**config.mk**
```make
export PLATFORM = sky130hd
export DESIGN_NAME = nmos_host
export DESIGN_NICKNAME = d
export VERILOG_FILES = /design/src/shared/nmos_pkg.sv /design/src/hdl/nmos_bus_cycle.sv /design/src/hdl/nmos_host.sv
export SDC_FILE = /design/constraint.sdc
export NUM_CORES = 1
export LEC_CHECK = 0
export BUFFER_PORTS_ARGS = -buffer_cell sky130_fd_sc_hd__buf_2
export CAP_MARGIN = 20
export CORE_UTILIZATION = 52
export DETAILED_ROUTE_END_ITERATION = 6
export PLACE_DENSITY = 0.76
export SYNTH_ARGS = -nofsm -noshare
export SYNTH_HDL_FRONTEND = slang
export SYNTH_SLANG_ARGS = --single-unit
```
**constraint.sdc**
```tcl
create_clock -name core_clk -period 3.1 [get_ports core_clk]
set_input_delay 0.465 -clock core_clk [delete_from_list [all_inputs] [get_ports core_clk]]
set_output_delay 0.465 -clock core_clk [all_outputs]
set_load 0.005 [all_outputs]
```
**src/shared/nmos_pkg.sv**
```systemverilog
// Constants, types and step ROM for the multiplane NAND host sequencer.
// Assumes a 25 MHz core clock and an 8-bit multiplexed NAND device on the pins.
package nmos_pkg;
  localparam int CLK_NS = 40;
  localparam int WB_NS  = 100;
  localparam int RD_NS  = 160;
  localparam logic [2:0] WB_CNT = 3'((WB_NS + CLK_NS - 1) / CLK_NS);
  localparam logic [2:0] RD_CNT = 3'((RD_NS + CLK_NS - 1) / CLK_NS);

  localparam int PLANE_ROW_BIT        = 6;
  localparam logic [7:0] PLANE_BYTE_MASK = 8'h40;
  localparam int STAT_READY_BIT       = 6;
  localparam logic [2:0] PART_MAX     = 3'h4;

  localparam logic [7:0] CMD_READ      = 8'h00;
  localparam logic [7:0] CMD_READ_GO   = 8'h30;
  localparam logic [7:0] CMD_CB_READ   = 8'h35;
  localparam logic [7:0] CMD_PROG      = 8'h80;
  localparam logic [7:0] CMD_PROG_MP   = 8'h11;
  localparam logic [7:0] CMD_PROG_NEXT = 8'h81;
  localparam logic [7:0] CMD_PROG_GO   = 8'h10;
  localparam logic [7:0] CMD_CB_PROG   = 8'h85;
  localparam logic [7:0] CMD_ERASE     = 8'h60;
  localparam logic [7:0] CMD_ERASE_GO  = 8'hD0;
  localparam logic [7:0] CMD_STATUS    = 8'h70;
  localparam logic [7:0] CMD_STATUS_EN = 8'h78;
  localparam logic [7:0] CMD_RESET     = 8'hFF;

  // Address step flags
  localparam int AB_PLANE  = 3;
  localparam int AB_TARGET = 4;
  localparam int AB_FORCE  = 5;
  localparam int AB_ROW    = 6;

  typedef enum logic [2:0] {OP_RESET, OP_STATUS, OP_READ, OP_PROG, OP_ERASE, OP_COPY} nmos_op_t;
  typedef enum logic [2:0] {K_CMD, K_ADDR, K_WDATA, K_RDATA, K_WAIT, K_POLL, K_STAT, K_END} nmos_kind_t;

  typedef struct packed {
    nmos_kind_t  kind;
    logic [7:0]  val;
  } nmos_step_t;

  typedef struct packed {
    nmos_op_t    op;
    logic [15:0] col;
    logic [23:0] row;
    logic [23:0] row_t;
    logic [11:0] len_m1;
  } nmos_req_t;

  typedef struct packed {
    logic       rd;
    logic       cle;
    logic       ale;
    logic [7:0] data;
  } nmos_cyc_t;

  typedef struct packed {
    logic       ce_n;
    logic       cle;
    logic       ale;
    logic       we_n;
    logic       re_n;
    logic       wp_n;
    logic [7:0] io_out;
    logic       io_oe;
  } nmos_pins_t;

  localparam logic [5:0] SEQ_START [0:5] = '{6'h00, 6'h03, 6'h06, 6'h0E, 6'h1B, 6'h24};

  localparam nmos_step_t SEQ_ROM [0:54] = '{
    // Reset
    '{K_CMD, CMD_RESET}, '{K_WAIT, 8'h00}, '{K_END, 8'h00},
    // Status
    '{K_CMD, CMD_STATUS}, '{K_STAT, 8'h00}, '{K_END, 8'h00},
    // Page read, polled, then 00h again before data
    '{K_CMD, CMD_READ}, '{K_ADDR, 8'h00}, '{K_CMD, CMD_READ_GO}, '{K_CMD, CMD_STATUS},
    '{K_POLL, 8'h00}, '{K_CMD, CMD_READ}, '{K_RDATA, 8'h00}, '{K_END, 8'h00},
    // Multiplane program
    '{K_CMD, CMD_PROG}, '{K_ADDR, 8'h20}, '{K_WDATA, 8'h00}, '{K_CMD, CMD_PROG_MP}, '{K_WAIT, 8'h00},
    '{K_CMD, CMD_PROG_NEXT}, '{K_ADDR, 8'h28}, '{K_WDATA, 8'h00}, '{K_CMD, CMD_PROG_GO},
    '{K_WAIT, 8'h00}, '{K_CMD, CMD_STATUS}, '{K_STAT, 8'h00}, '{K_END, 8'h00},
    // Multiplane erase
    '{K_CMD, CMD_ERASE}, '{K_ADDR, 8'h60}, '{K_CMD, CMD_ERASE}, '{K_ADDR, 8'h68},
    '{K_CMD, CMD_ERASE_GO}, '{K_WAIT, 8'h00}, '{K_CMD, CMD_STATUS}, '{K_STAT, 8'h00}, '{K_END, 8'h00},
    // Multiplane copy back
    '{K_CMD, CMD_READ}, '{K_ADDR, 8'h20}, '{K_CMD, CMD_CB_READ}, '{K_WAIT, 8'h00},
    '{K_CMD, CMD_READ}, '{K_ADDR, 8'h28}, '{K_CMD, CMD_CB_READ}, '{K_WAIT, 8'h00},
    '{K_CMD, CMD_CB_PROG}, '{K_ADDR, 8'h30}, '{K_CMD, CMD_PROG_MP}, '{K_WAIT, 8'h00},
    '{K_CMD, CMD_PROG_NEXT}, '{K_ADDR, 8'h38}, '{K_CMD, CMD_PROG_GO}, '{K_WAIT, 8'h00},
    '{K_CMD, CMD_STATUS}, '{K_STAT, 8'h00}, '{K_END, 8'h00}
  };
endpackage

```
**src/hdl/nmos_bus_cycle.sv**
```systemverilog
// One NAND bus cycle: command, address or data write, or data read.
// Assumes the caller starts a cycle only while done is low and the engine is idle.
`timescale 1ns/1ps
module nmos_bus_cycle (
  input  wire logic                 core_clk,
  input  wire logic                 srst,
  input  wire logic                 go,
  input  wire nmos_pkg::nmos_cyc_t  cyc,
  input  wire logic [7:0]           io_in,
  output logic                      done,
  output logic [7:0]                rdata,
  output logic                      cle,
  output logic                      ale,
  output logic                      we_n,
  output logic                      re_n,
  output logic [7:0]                io_out,
  output logic                      io_oe
);
  typedef enum logic [3:0] {E_IDLE = 4'b0001, E_SET = 4'b0010, E_LOW = 4'b0100, E_HOLD = 4'b1000} nmos_eng_t;

  nmos_eng_t  state_reg, state_next;
  logic       rd_reg, rd_next;
  logic [2:0] cnt_reg, cnt_next;
  logic       cle_reg, cle_next, ale_reg, ale_next;
  logic       we_n_reg, we_n_next, re_n_reg, re_n_next;
  logic [7:0] io_out_reg, io_out_next;
  logic       io_oe_reg, io_oe_next;
  logic [7:0] rdata_reg, rdata_next;
  logic [7:0] io_s1_reg, io_s1_next, io_s2_reg, io_s2_next;

  localparam logic [2:0] RD_CNT_M1 = nmos_pkg::RD_CNT - 3'h1;

  always_comb begin
    state_next  = state_reg;
    rd_next     = rd_reg;
    cnt_next    = cnt_reg;
    cle_next    = cle_reg;
    ale_next    = ale_reg;
    we_n_next   = we_n_reg;
    re_n_next   = re_n_reg;
    io_out_next = io_out_reg;
    io_oe_next  = io_oe_reg;
    rdata_next  = rdata_reg;
    io_s1_next  = io_in;
    io_s2_next  = io_s1_reg;
    case (state_reg)
      E_IDLE: begin
        if (go) begin
          cle_next    = cyc.cle;
          ale_next    = cyc.ale;
          io_out_next = cyc.data;
          io_oe_next  = !cyc.rd;
          rd_next     = cyc.rd;
          state_next  = E_SET;
        end
      end
      E_SET: begin
        if (rd_reg) begin
          re_n_next = 1'b0;
        end else begin
          we_n_next = 1'b0;
        end
        cnt_next   = 3'h0;
        state_next = E_LOW;
      end
      E_LOW: begin
        if (rd_reg && cnt_reg != RD_CNT_M1) begin
          cnt_next = cnt_reg + 3'h1;
        end else begin
          we_n_next  = 1'b1;
          re_n_next  = 1'b1;
          if (rd_reg) begin
            rdata_next = io_s2_reg;
          end
          state_next = E_HOLD;
        end
      end
      E_HOLD: begin
        state_next = E_IDLE;
      end
      default: begin
        state_next = E_IDLE;
      end
    endcase
  end

  always_ff @(posedge core_clk) begin
    if (srst) begin
      state_reg  <= E_IDLE;
      rd_reg     <= 1'b0;
      cnt_reg    <= 3'h0;
      cle_reg    <= 1'b0;
      ale_reg    <= 1'b0;
      we_n_reg   <= 1'b1;
      re_n_reg   <= 1'b1;
      io_out_reg <= 8'h00;
      io_oe_reg  <= 1'b0;
      rdata_reg  <= 8'h00;
      io_s1_reg  <= 8'h00;
      io_s2_reg  <= 8'h00;
    end else begin
      state_reg  <= state_next;
      rd_reg     <= rd_next;
      cnt_reg    <= cnt_next;
      cle_reg    <= cle_next;
      ale_reg    <= ale_next;
      we_n_reg   <= we_n_next;
      re_n_reg   <= re_n_next;
      io_out_reg <= io_out_next;
      io_oe_reg  <= io_oe_next;
      rdata_reg  <= rdata_next;
      io_s1_reg  <= io_s1_next;
      io_s2_reg  <= io_s2_next;
    end
  end

  assign done   = (state_reg == E_HOLD);
  assign rdata  = rdata_reg;
  assign cle    = cle_reg;
  assign ale    = ale_reg;
  assign we_n   = we_n_reg;
  assign re_n   = re_n_reg;
  assign io_out = io_out_reg;
  assign io_oe  = io_oe_reg;
endmodule

```
**src/hdl/nmos_host.sv**
```systemverilog
// Host-side sequencer that drives a multiplane NAND device over its pins.
// Assumes ready_busy_n and io_in come straight from pins; the user port is on core_clk.
`timescale 1ns/1ps
module nmos_host (
  input  wire logic                 core_clk,
  input  wire logic                 srst,
  input  wire nmos_pkg::nmos_req_t  req,
  input  wire logic                 req_valid,
  output logic                      req_ready,
  output logic                      refused,
  input  wire logic [7:0]           wr_data,
  input  wire logic                 wr_valid,
  output logic                      wr_ready,
  output logic [7:0]                rd_data,
  output logic                      rd_valid,
  output logic [7:0]                status,
  output logic                      done,
  output logic                      init_done,
  input  wire logic                 wp_hold,
  input  wire logic [7:0]           io_in,
  input  wire logic                 ready_busy_n,
  output nmos_pkg::nmos_pins_t      pins
);
  typedef enum logic [5:0] {
    ST_PWR = 6'b000001, ST_IDLE = 6'b000010, ST_STEP = 6'b000100,
    ST_CYC = 6'b001000, ST_WB = 6'b010000, ST_RB = 6'b100000
  } nmos_state_t;

  nmos_state_t         state_reg, state_next;
  nmos_pkg::nmos_req_t req_reg, req_next;
  logic [5:0]          pc_reg, pc_next;
  logic [11:0]         sub_reg, sub_next;
  logic [2:0]          cnt_reg, cnt_next;
  logic [7:0]          status_reg, status_next, rd_data_reg, rd_data_next;
  logic                rd_valid_reg, rd_valid_next, done_reg, done_next;
  logic                refused_reg, refused_next, init_done_reg, init_done_next;
  logic                ce_n_reg, ce_n_next, wp_n_reg, wp_n_next;
  logic [23:0]         part_row_reg, part_row_next;
  logic [2:0]          part_cnt_reg, part_cnt_next;
  logic                rb_s1_reg, rb_s1_next, rb_s2_reg, rb_s2_next;

  nmos_pkg::nmos_step_t step;
  nmos_pkg::nmos_cyc_t  cyc;
  logic                 go, eng_done, eng_cle, eng_ale, eng_we_n, eng_re_n, eng_io_oe;
  logic [7:0]           eng_rdata, eng_io_out, addr_byte;
  logic [2:0]           eff_idx;
  logic [23:0]          row_sel;
  logic                 same_page, last_unit;

  assign step      = nmos_pkg::SEQ_ROM[pc_reg];
  assign eff_idx   = sub_reg[2:0] + (step.val[nmos_pkg::AB_ROW] ? 3'h2 : 3'h0);
  assign last_unit = (sub_reg == req_reg.len_m1);
  assign same_page = (req.row == part_row_reg);

  // Plane bit forced per step so both rows differ only there, source and target alike
  always_comb begin
    row_sel = step.val[nmos_pkg::AB_TARGET] ? req_reg.row_t : req_reg.row;
    if (step.val[nmos_pkg::AB_FORCE]) begin
      row_sel[nmos_pkg::PLANE_ROW_BIT] = step.val[nmos_pkg::AB_PLANE];
    end
    case (eff_idx)
      3'h0:    addr_byte = req_reg.col[7:0];
      3'h1:    addr_byte = req_reg.col[15:8];
      3'h2:    addr_byte = row_sel[7:0];
      3'h3:    addr_byte = row_sel[15:8];
      default: addr_byte = row_sel[23:16];
    endcase
  end

  always_comb begin
    state_next     = state_reg;
    req_next       = req_reg;
    pc_next        = pc_reg;
    sub_next       = sub_reg;
    cnt_next       = cnt_reg;
    status_next    = status_reg;
    rd_data_next   = rd_data_reg;
    rd_valid_next  = 1'b0;
    done_next      = 1'b0;
    refused_next   = 1'b0;
    init_done_next = init_done_reg;
    ce_n_next      = ce_n_reg;
    wp_n_next      = init_done_reg && !wp_hold;
    part_row_next  = part_row_reg;
    part_cnt_next  = part_cnt_reg;
    rb_s1_next     = ready_busy_n;
    rb_s2_next     = rb_s1_reg;
    go             = 1'b0;
    wr_ready       = 1'b0;
    cyc            = '{rd: 1'b0, cle: 1'b0, ale: 1'b0, data: 8'h00};
    case (state_reg)
      ST_PWR: begin
        if (rb_s2_reg) begin
          req_next.op = nmos_pkg::OP_RESET;
          pc_next     = nmos_pkg::SEQ_START[nmos_pkg::OP_RESET];
          ce_n_next   = 1'b0;
          state_next  = ST_STEP;
        end
      end
      ST_IDLE: begin
        if (req_valid) begin
          if (req.op == nmos_pkg::OP_PROG && same_page && part_cnt_reg == nmos_pkg::PART_MAX) begin
            refused_next = 1'b1;
          end else begin
            req_next   = req;
            pc_next    = nmos_pkg::SEQ_START[req.op];
            sub_next   = 12'h000;
            ce_n_next  = 1'b0;
            state_next = ST_STEP;
            if (req.op == nmos_pkg::OP_PROG) begin
              part_row_next = req.row;
              part_cnt_next = same_page ? part_cnt_reg + 3'h1 : 3'h1;
            end else if (req.op == nmos_pkg::OP_ERASE) begin
              part_cnt_next = 3'h0;
            end
          end
        end
      end
      ST_STEP: begin
        case (step.kind)
          nmos_pkg::K_CMD: begin
            go         = 1'b1;
            cyc        = '{rd: 1'b0, cle: 1'b1, ale: 1'b0, data: step.val};
            state_next = ST_CYC;
          end
          nmos_pkg::K_ADDR: begin
            go         = 1'b1;
            cyc        = '{rd: 1'b0, cle: 1'b0, ale: 1'b1, data: addr_byte};
            state_next = ST_CYC;
          end
          nmos_pkg::K_WDATA: begin
            wr_ready = 1'b1;
            if (wr_valid) begin
              go         = 1'b1;
              ce_n_next  = 1'b0;
              cyc        = '{rd: 1'b0, cle: 1'b0, ale: 1'b0, data: wr_data};
              state_next = ST_CYC;
            end else begin
              ce_n_next = 1'b1;
            end
          end
          nmos_pkg::K_RDATA, nmos_pkg::K_POLL, nmos_pkg::K_STAT: begin
            go         = 1'b1;
            cyc        = '{rd: 1'b1, cle: 1'b0, ale: 1'b0, data: 8'h00};
            state_next = ST_CYC;
          end
          nmos_pkg::K_WAIT: begin
            cnt_next   = 3'h0;
            state_next = ST_WB;
          end
          default: begin
            done_next      = 1'b1;
            init_done_next = 1'b1;
            ce_n_next      = 1'b1;
            state_next     = ST_IDLE;
          end
        endcase
      end
      ST_CYC: begin
        if (eng_done) begin
          state_next = ST_STEP;
          case (step.kind)
            nmos_pkg::K_ADDR: begin
              if (eff_idx == 3'h4) begin
                pc_next  = pc_reg + 6'h01;
                sub_next = 12'h000;
              end else begin
                sub_next = sub_reg + 12'h001;
              end
            end
            nmos_pkg::K_WDATA, nmos_pkg::K_RDATA: begin
              if (step.kind == nmos_pkg::K_RDATA) begin
                rd_data_next  = eng_rdata;
                rd_valid_next = 1'b1;
              end
              if (last_unit) begin
                pc_next  = pc_reg + 6'h01;
                sub_next = 12'h000;
              end else begin
                sub_next = sub_reg + 12'h001;
              end
            end
            nmos_pkg::K_POLL: begin
              if (eng_rdata[nmos_pkg::STAT_READY_BIT]) begin
                pc_next = pc_reg + 6'h01;
              end
            end
            nmos_pkg::K_STAT: begin
              status_next = eng_rdata;
              pc_next     = pc_reg + 6'h01;
            end
            default: begin
              pc_next = pc_reg + 6'h01;
            end
          endcase
        end
      end
      ST_WB: begin
        cnt_next = cnt_reg + 3'h1;
        if (cnt_reg == nmos_pkg::WB_CNT) begin
          state_next = ST_RB;
        end
      end
      ST_RB: begin
        if (rb_s2_reg) begin
          pc_next    = pc_reg + 6'h01;
          state_next = ST_STEP;
        end
      end
      default: begin
        state_next = ST_PWR;
      end
    endcase
  end

  always_ff @(posedge core_clk) begin
    if (srst) begin
      state_reg     <= ST_PWR;
      req_reg       <= '0;
      pc_reg        <= 6'h00;
      sub_reg       <= 12'h000;
      cnt_reg       <= 3'h0;
      status_reg    <= 8'h00;
      rd_data_reg   <= 8'h00;
      rd_valid_reg  <= 1'b0;
      done_reg      <= 1'b0;
      refused_reg   <= 1'b0;
      init_done_reg <= 1'b0;
      ce_n_reg      <= 1'b1;
      wp_n_reg      <= 1'b0;
      part_row_reg  <= 24'h000000;
      part_cnt_reg  <= 3'h0;
      rb_s1_reg     <= 1'b0;
      rb_s2_reg     <= 1'b0;
    end else begin
      state_reg     <= state_next;
      req_reg       <= req_next;
      pc_reg        <= pc_next;
      sub_reg       <= sub_next;
      cnt_reg       <= cnt_next;
      status_reg    <= status_next;
      rd_data_reg   <= rd_data_next;
      rd_valid_reg  <= rd_valid_next;
      done_reg      <= done_next;
      refused_reg   <= refused_next;
      init_done_reg <= init_done_next;
      ce_n_reg      <= ce_n_next;
      wp_n_reg      <= wp_n_next;
      part_row_reg  <= part_row_next;
      part_cnt_reg  <= part_cnt_next;
      rb_s1_reg     <= rb_s1_next;
      rb_s2_reg     <= rb_s2_next;
    end
  end

  nmos_bus_cycle u_cycle (
    .core_clk (core_clk),
    .srst     (srst),
    .go       (go),
    .cyc      (cyc),
    .io_in    (io_in),
    .done     (eng_done),
    .rdata    (eng_rdata),
    .cle      (eng_cle),
    .ale      (eng_ale),
    .we_n     (eng_we_n),
    .re_n     (eng_re_n),
    .io_out   (eng_io_out),
    .io_oe    (eng_io_oe)
  );

  assign pins      = '{ce_n: ce_n_reg, cle: eng_cle, ale: eng_ale, we_n: eng_we_n, re_n: eng_re_n,
                       wp_n: wp_n_reg, io_out: eng_io_out, io_oe: eng_io_oe};
  assign req_ready = (state_reg == ST_IDLE);
  assign refused   = refused_reg;
  assign rd_data   = rd_data_reg;
  assign rd_valid  = rd_valid_reg;
  assign status    = status_reg;
  assign done      = done_reg;
  assign init_done = init_done_reg;

  // Checking helpers: last command, multiplane gap, address byte run, plane A row byte
  logic [7:0] last_cmd_q, r1a_q;
  logic       gap_q;
  logic [2:0] addr_n_q;
  logic       cyc_end;
  assign cyc_end = (state_reg == ST_CYC) && eng_done;

  always_ff @(posedge core_clk) begin
    if (srst) begin
      last_cmd_q <= 8'h00;
      r1a_q      <= 8'h00;
      gap_q      <= 1'b0;
      addr_n_q   <= 3'h0;
    end else if (cyc_end && step.kind == nmos_pkg::K_CMD) begin
      last_cmd_q <= step.val;
      addr_n_q   <= 3'h0;
      if (step.val == nmos_pkg::CMD_PROG_MP) begin
        gap_q <= 1'b1;
      end else if (step.val == nmos_pkg::CMD_PROG_NEXT) begin
        gap_q <= 1'b0;
      end
    end else if (cyc_end && step.kind == nmos_pkg::K_ADDR) begin
      addr_n_q <= addr_n_q + 3'h1;
      if (eff_idx == 3'h2 && !step.val[nmos_pkg::AB_PLANE]) begin
        r1a_q <= eng_io_out;
      end
    end
  end
endmodule

```
### Yosys cells after proc, flatten, opt, wreduce, memory -nomap -nowiden

Memory sizes are Yosys's and may differ from the RTL's.
Cells that the tools add are included.
Widths: inputs -> output; s select.

| word-level totals | value |
|---|---|
| ROM bits | 752 |
| bits in writable memories | 0 |
| memories kept | 2 |
| bits in registers | 199 |
| latch bits | 0 |

| operators by class | value |
|---|---|
| multiplexer cells | 65 |
| shift-type cells | 0 |
| reduce and logical (&&, ||, !) cells | 40 |
| equality and inequality tests | 46 |
| add/sub/neg operators | 6 |
| bitwise logic cells | 11 |
| $mul | 0 |
| divide/modulo/power cells | 0 |
| order comparisons | 2 |

Memory list:

| name | words | width | rd ports | clocked after Yosys merged registers in | wr ports | line | text |
|---|---|---|---|---|---|---|---|
| (no name shown) | 64 | 11 | 1 | 0 | 0 | nmos_host.sv:50 | `assign step = nmos_pkg::SEQ_ROM[pc_reg];` |
| (no name shown) | 8 | 6 | 1 | 0 | 0 | nmos_host.sv:106 | `pc_next = nmos_pkg::SEQ_START[req.op];` |

Operators by type and width:

| kind | count |
|---|---|
| $mux 6 | 16 |
| $mux 12 | 5 |
| $pmux 12 s2 | 2 |
| $pmux 11 s4 | 1 |
| $pmux 6 s3 | 2 |
| $mux 11 | 3 |
| $pmux 8 s4 | 1 |
| $pmux 6 s5 | 1 |
| $eq 24x24->1 | 1 |
| $mux 24 | 1 |
| $pmux 6 s4 | 1 |
| $ne 2x2->1 const B | 10 |
| $eq 3x2->1 const B | 6 |
| $eq 3x3->1 const B | 6 |
| $mux 1 | 15 |
| $mux 3 | 5 |
| $reduce_and 3->1 | 5 |
| $add 12x1->12 const B | 1 |
| $eq 12x12->1 | 1 |
| $pmux 3 s2 | 2 |
| $pmux 4 s3 | 1 |
| $reduce_and 4->1 | 3 |
| $reduce_and 2->1 | 5 |
| $reduce_and 5->1 | 2 |
| 42 further kinds | 74 |

### Longest topological paths before layout

| logic depth | value |
|---|---|
| depth after elaboration | 11 |
| depth in mapped cells | 15 |
| gate-level depth less buffers | 14 |

### Cells and area by module

A second synthesis with hierarchy kept.

| second synthesis, totals | value |
|---|---|
| cell total of the unflattened synthesis | 1178 |
| area, all modules | 10020.9 um^2 |

By module, submodules not included:

| module | area each (um^2) | cells each | instances | sequential area each (um^2) |
|---|---|---|---|---|
| nmos_host | 8353.0 | 999 | 1 | 3083.0 |
| nmos_bus_cycle | 1667.8 | 179 | 1 | 900.9 |

### Least setup slack after synthesis

No wires, ideal clock.

| timing path | value |
|---|---|
| kind | register to register |
| from | register pc_reg[1] |
| to | register sub_reg[0] |
| arrival time | 2.970 ns |
| data required time | 3.030 ns |
| clock period less this slack | 3.040 ns |
| cell stages (with the launch flop) | 13 |
| setup slack | 0.060 ns |
| cells stage by stage | dfxtp_1 > inv_1 > ha_1 > buf_2 > nand2_1 > a32oi_1 > a21oi_1 > ha_1 > xnor2_1 > nor3_1 > a211oi_2 > or3b_1 > a21oi_1 |

| between the ends | value |
|---|---|
| word-level cells in the longest chain between the ends | 11 |
| elaborated cells on any way between the ends | 17 |
| those cells by class | 1 x add/sub; 5 x eq/ne; 7 x mux; 1 x bitwise; 2 x reduce/logical; 1 x memory |

RTL lines:

| element | line | text |
|---|---|---|
| start, declared | nmos_host.sv:31 | `logic [5:0] pc_reg, pc_next;` |
| start signal, assigned | nmos_host.sv:238 | `pc_reg <= pc_next;` |
| $not 6->7 (implied by the code) * | nmos_host.sv:50 |  |
| $mem_v2 64x11 * | n/a |  |
| $mux 11 (implied by the code) * (2 in series) | nmos_host.sv:50 |  |
| $mux 2 | nmos_host.sv:51 | `assign eff_idx = sub_reg[2:0] + (step.val[nmos_pkg::AB_ROW] ? 3'h2 : 3'h0);` |
| $add 3x2->3 | nmos_host.sv:51 |  |
| $eq 3x3->1 | nmos_host.sv:164 | `if (eff_idx == 3'h4) begin` |
| $mux 12 | nmos_host.sv:164 |  |
| $pmux 12 s2 | nmos_host.sv:162 | `case (step.kind)` |
| $mux 12 | nmos_host.sv:160 | `if (eng_done) begin` |
| $pmux 12 s2 | nmos_host.sv:91 | `case (state_reg)` |
| end signal, assigned | nmos_host.sv:239 | `sub_reg <= sub_next;` |
| end, declared | nmos_host.sv:32 | `logic [11:0] sub_reg, sub_next;` |

Every way passes the cells marked *; elsewhere a longest branch is shown, timed or not. The select of a mux whose other input is x is not followed.
A chain may end at the register's enable or synchronous reset.

### Final worst setup path

| timing path | value |
|---|---|
| from | register pc_reg[4] |
| to | output wr_ready |

| between the ends | value |
|---|---|
| word-level cells in the longest chain between the ends | 7 |

RTL lines:

| element | line | text |
|---|---|---|
| $not 6->7 (implied by the code) | nmos_host.sv:50 |  |
| $mem_v2 64x11 | n/a |  |
| $mux 11 (implied by the code) (2 in series) | nmos_host.sv:50 |  |
| $eq 3x2->1 | nmos_host.sv:120 | `case (step.kind)` |
| $mux 1 | nmos_host.sv:120 |  |
| $mux 1 | nmos_host.sv:91 |  |
| end, declared | nmos_host.sv:13 | `output logic wr_ready,` |

No other way between the ends. The select of a mux whose other input is x is not followed.

==> run metrics <==
Power Density=498 nW/µm²; vias=8817; Final ANT Viol Nets=0; CTS Sinks=199; post-CTS repair timing setup buffer count=0; top-level I/O count=138; max reg flops=76; H-tree level count=4; Gate Count Post-Synth=1191; WS Path Type=reg2out; DR pass1 iterations=7; dominant cell type by area after synthesis=dfxtp_1; Net Count, Synth=1309; Leak=4.47 nW; Worst setup EP type=primary output; RSZ-0062 raised after global routing=yes; Syn Area/Cell=8.22 µm²; later-pin clock latency in the skew report=0.44 ns; Yosys reg bits=199; Pins Over Slew Limit=0; crit path max fanout=13; slew of the pin with the lowest slew margin=0.898 ns; DRT iter0 DRCs=803; worst setup margin=0.0915 ns; type of element launching the critical path=register; FF+latch area=3990 µm²; Place WS=0.138 ns; CTS tree=yes; Max VDD drop=0.387 mV; async set or reset register ratio after synthesis=0%; Initial Utilization=53.7%; area of the multi-input gates=5340 µm²; endpoints failing setup=0; Post-synth top flop=dfxtp_1; Post-route DRC=7; Netlist cell types=79; DIE HEIGHT=139 µm; cts bufs inserted=17; Die Wd=139 µm; Mapped Area=9790 µm²; vias per std cell=5.68; gpl congestion=0.929; Slew headroom=40.0%; layout cell share with drive strength beyond 1=19.8%; GRT Total Usage=27.0%; Hold Fails Final Rpt=0; min-delay worst type=in2reg; area of the die=19400 µm²; total number of yosys warnings=0; status=finished with violations; Clock Path Buffers=2; most common cell after layout, fill and taps aside=nand2_1; hold slack=0.169 ns; Rows=49; WL/cell=16.6 µm; clock slew at reported path FFs=0.08 ns; GR Overflow Total=0; number of max-cap violations=0; violated checks=DRC; CP arrival=2.54 ns; global-route wire length before repair=41.6 mm; fillcell total=1581; pin count of the biggest net entering global routing=158; FMAX=332 MHz; hpwl dp=18.4 mm; sequential area share after synthesis=40.7%; final-stage net count=1426; synth top area cells=dfxtp_1 (41%), nand2_1 (8.0%), mux2i_1 (7.3%), a21oi_1 (7.2%), nor2_1 (4.3%); DRT Wirelength=25.7 mm; CTS Hold Bufs=0; Period Utilization, post-route=97.0%; commonest non-fill, non-tap cells in the layout=nand2_1 (208), dfxtp_1 (198), a21oi_1 (140); Tmin final=3.01 ns; worst clock skew=0.00889 ns; Layout area overhead=17.2%; vias in the first global route=8280; post-synth top area share=40.7%; Hold Path Depth=2; r2r worst-path depth=12; core area=18200 µm²; EDFF count, synth=0; CTS Root Cell=clkbuf_16; IO buf count=137; required time at the worst-slack endpoint=2.63 ns; initial antenna violation count=1
[logic make-up (layout without fill, tap and decap cells)]
group | Yosys count | after routing | share of synthesized area, %
XOR/XNOR | 41 | 41 | 3.67
adder cells (fa/ha/maj) | 17 | 17 | 2.17
buffers and inverters | 116 | 246 | 5.63
flip-flops | 199 | 199 | 40.7
other | 0 | 1 | 0
multiplexers | 73 | 73 | 7.61
AND/OR/NAND/NOR | 483 | 483 | 23.2
AO/OA/AOI/OAI | 262 | 262 | 17.0
[cell usage after synthesis (8+ instances only)]
library cell	count
nor4_1	16
nor3_1	15
buf_4	14
mux2i_1	71
or3_1	18
o21bai_1	11
buf_2	23
clkbuf_1	47
o21ai_0	22
o32ai_1	8
xor2_1	39
a21oi_1	140
nand3b_1	8
ha_1	17
inv_1	23
a211oi_1	9
nand2_1	208
nand3_1	17
o221ai_1	16
nand2b_1	13
nor2b_1	30
dfxtp_1	199
nor2_1	113
[worst max-delay path, cell delays in order (launching register included)]
cell and delay [ns]:
dfxtp_1 0.42, buf_4 0.23, nor2b_1 0.26, nand2_1 0.08, o22ai_1 0.35, or2_4 0.22
nand2_1 0.11, nor3_4 0.26, buf_2 0.15
[repair_timing]
| item | CTS | global route |
|---|---|---|
| setup endpoints to repair | 1 | 24 |
| resized for setup | 6 | 13 |
| pin swaps | 0 | 3 |
[power by group]
part           internal (mW)  switching, mW  leakage [nW]  total, mW
registers               2.57         0.0163          1.61       2.59
clock network           1.23           1.08         0.296       2.31
logic                  0.328          0.481          2.56      0.809
[final timing paths]
check | from | end | slack (ns)
setup reg to reg | pc_reg[1] | u_cycle.io_out[4] | 0.19
hold / removal | wp_hold | wp_n_reg | 0.17
setup / recovery | pc_reg[4] | wr_ready | 0.09
hold reg to reg | u_cycle.io_s1_reg[7] | u_cycle.io_s2_reg[7] | 0.44
[cell type report]
class | count | area share (%)
multi-input cells | 876 | 46.6
flip-flops and latches | 199 | 34.8
repair buffers | 189 | 9.97
clock buffers | 17 | 3.71
well taps | 229 | 2.50
clock inverters | 15 | 1.66
inverters | 25 | 0.818
diodes | 1 | 0.0218
[stage by stage]
stage | instances | cell area (µm²) | setup TNS (ns) | util, % | power [mW]
floorplan | 1191 | 9790 | 0 | - | 3.15
global placement | 1517 | 10700 | 0 | 59.0 | 3.42
detailed placement | 1517 | 10700 | 0 | 59.0 | 3.42
CTS | 1549 | 11400 | 0 | 62.5 | 5.70
global route | 1551 | 11500 | -0.0329 | 63.0 | 5.89
finish | 1551 | 11500 | 0 | 63.0 | 5.71
[routing by layer]
metal / track usage (%) / vias up / routed length (µm)
met5: 0 / - / 0
met4: 12.5 / 0 / 777
met3: 5.21 / 56 / 1770
met2: 41.7 / 334 / 11600
met1: 36.4 / 4071 / 11600
li1: - / 4356 / -
Power figures use the tool's default switching activity.
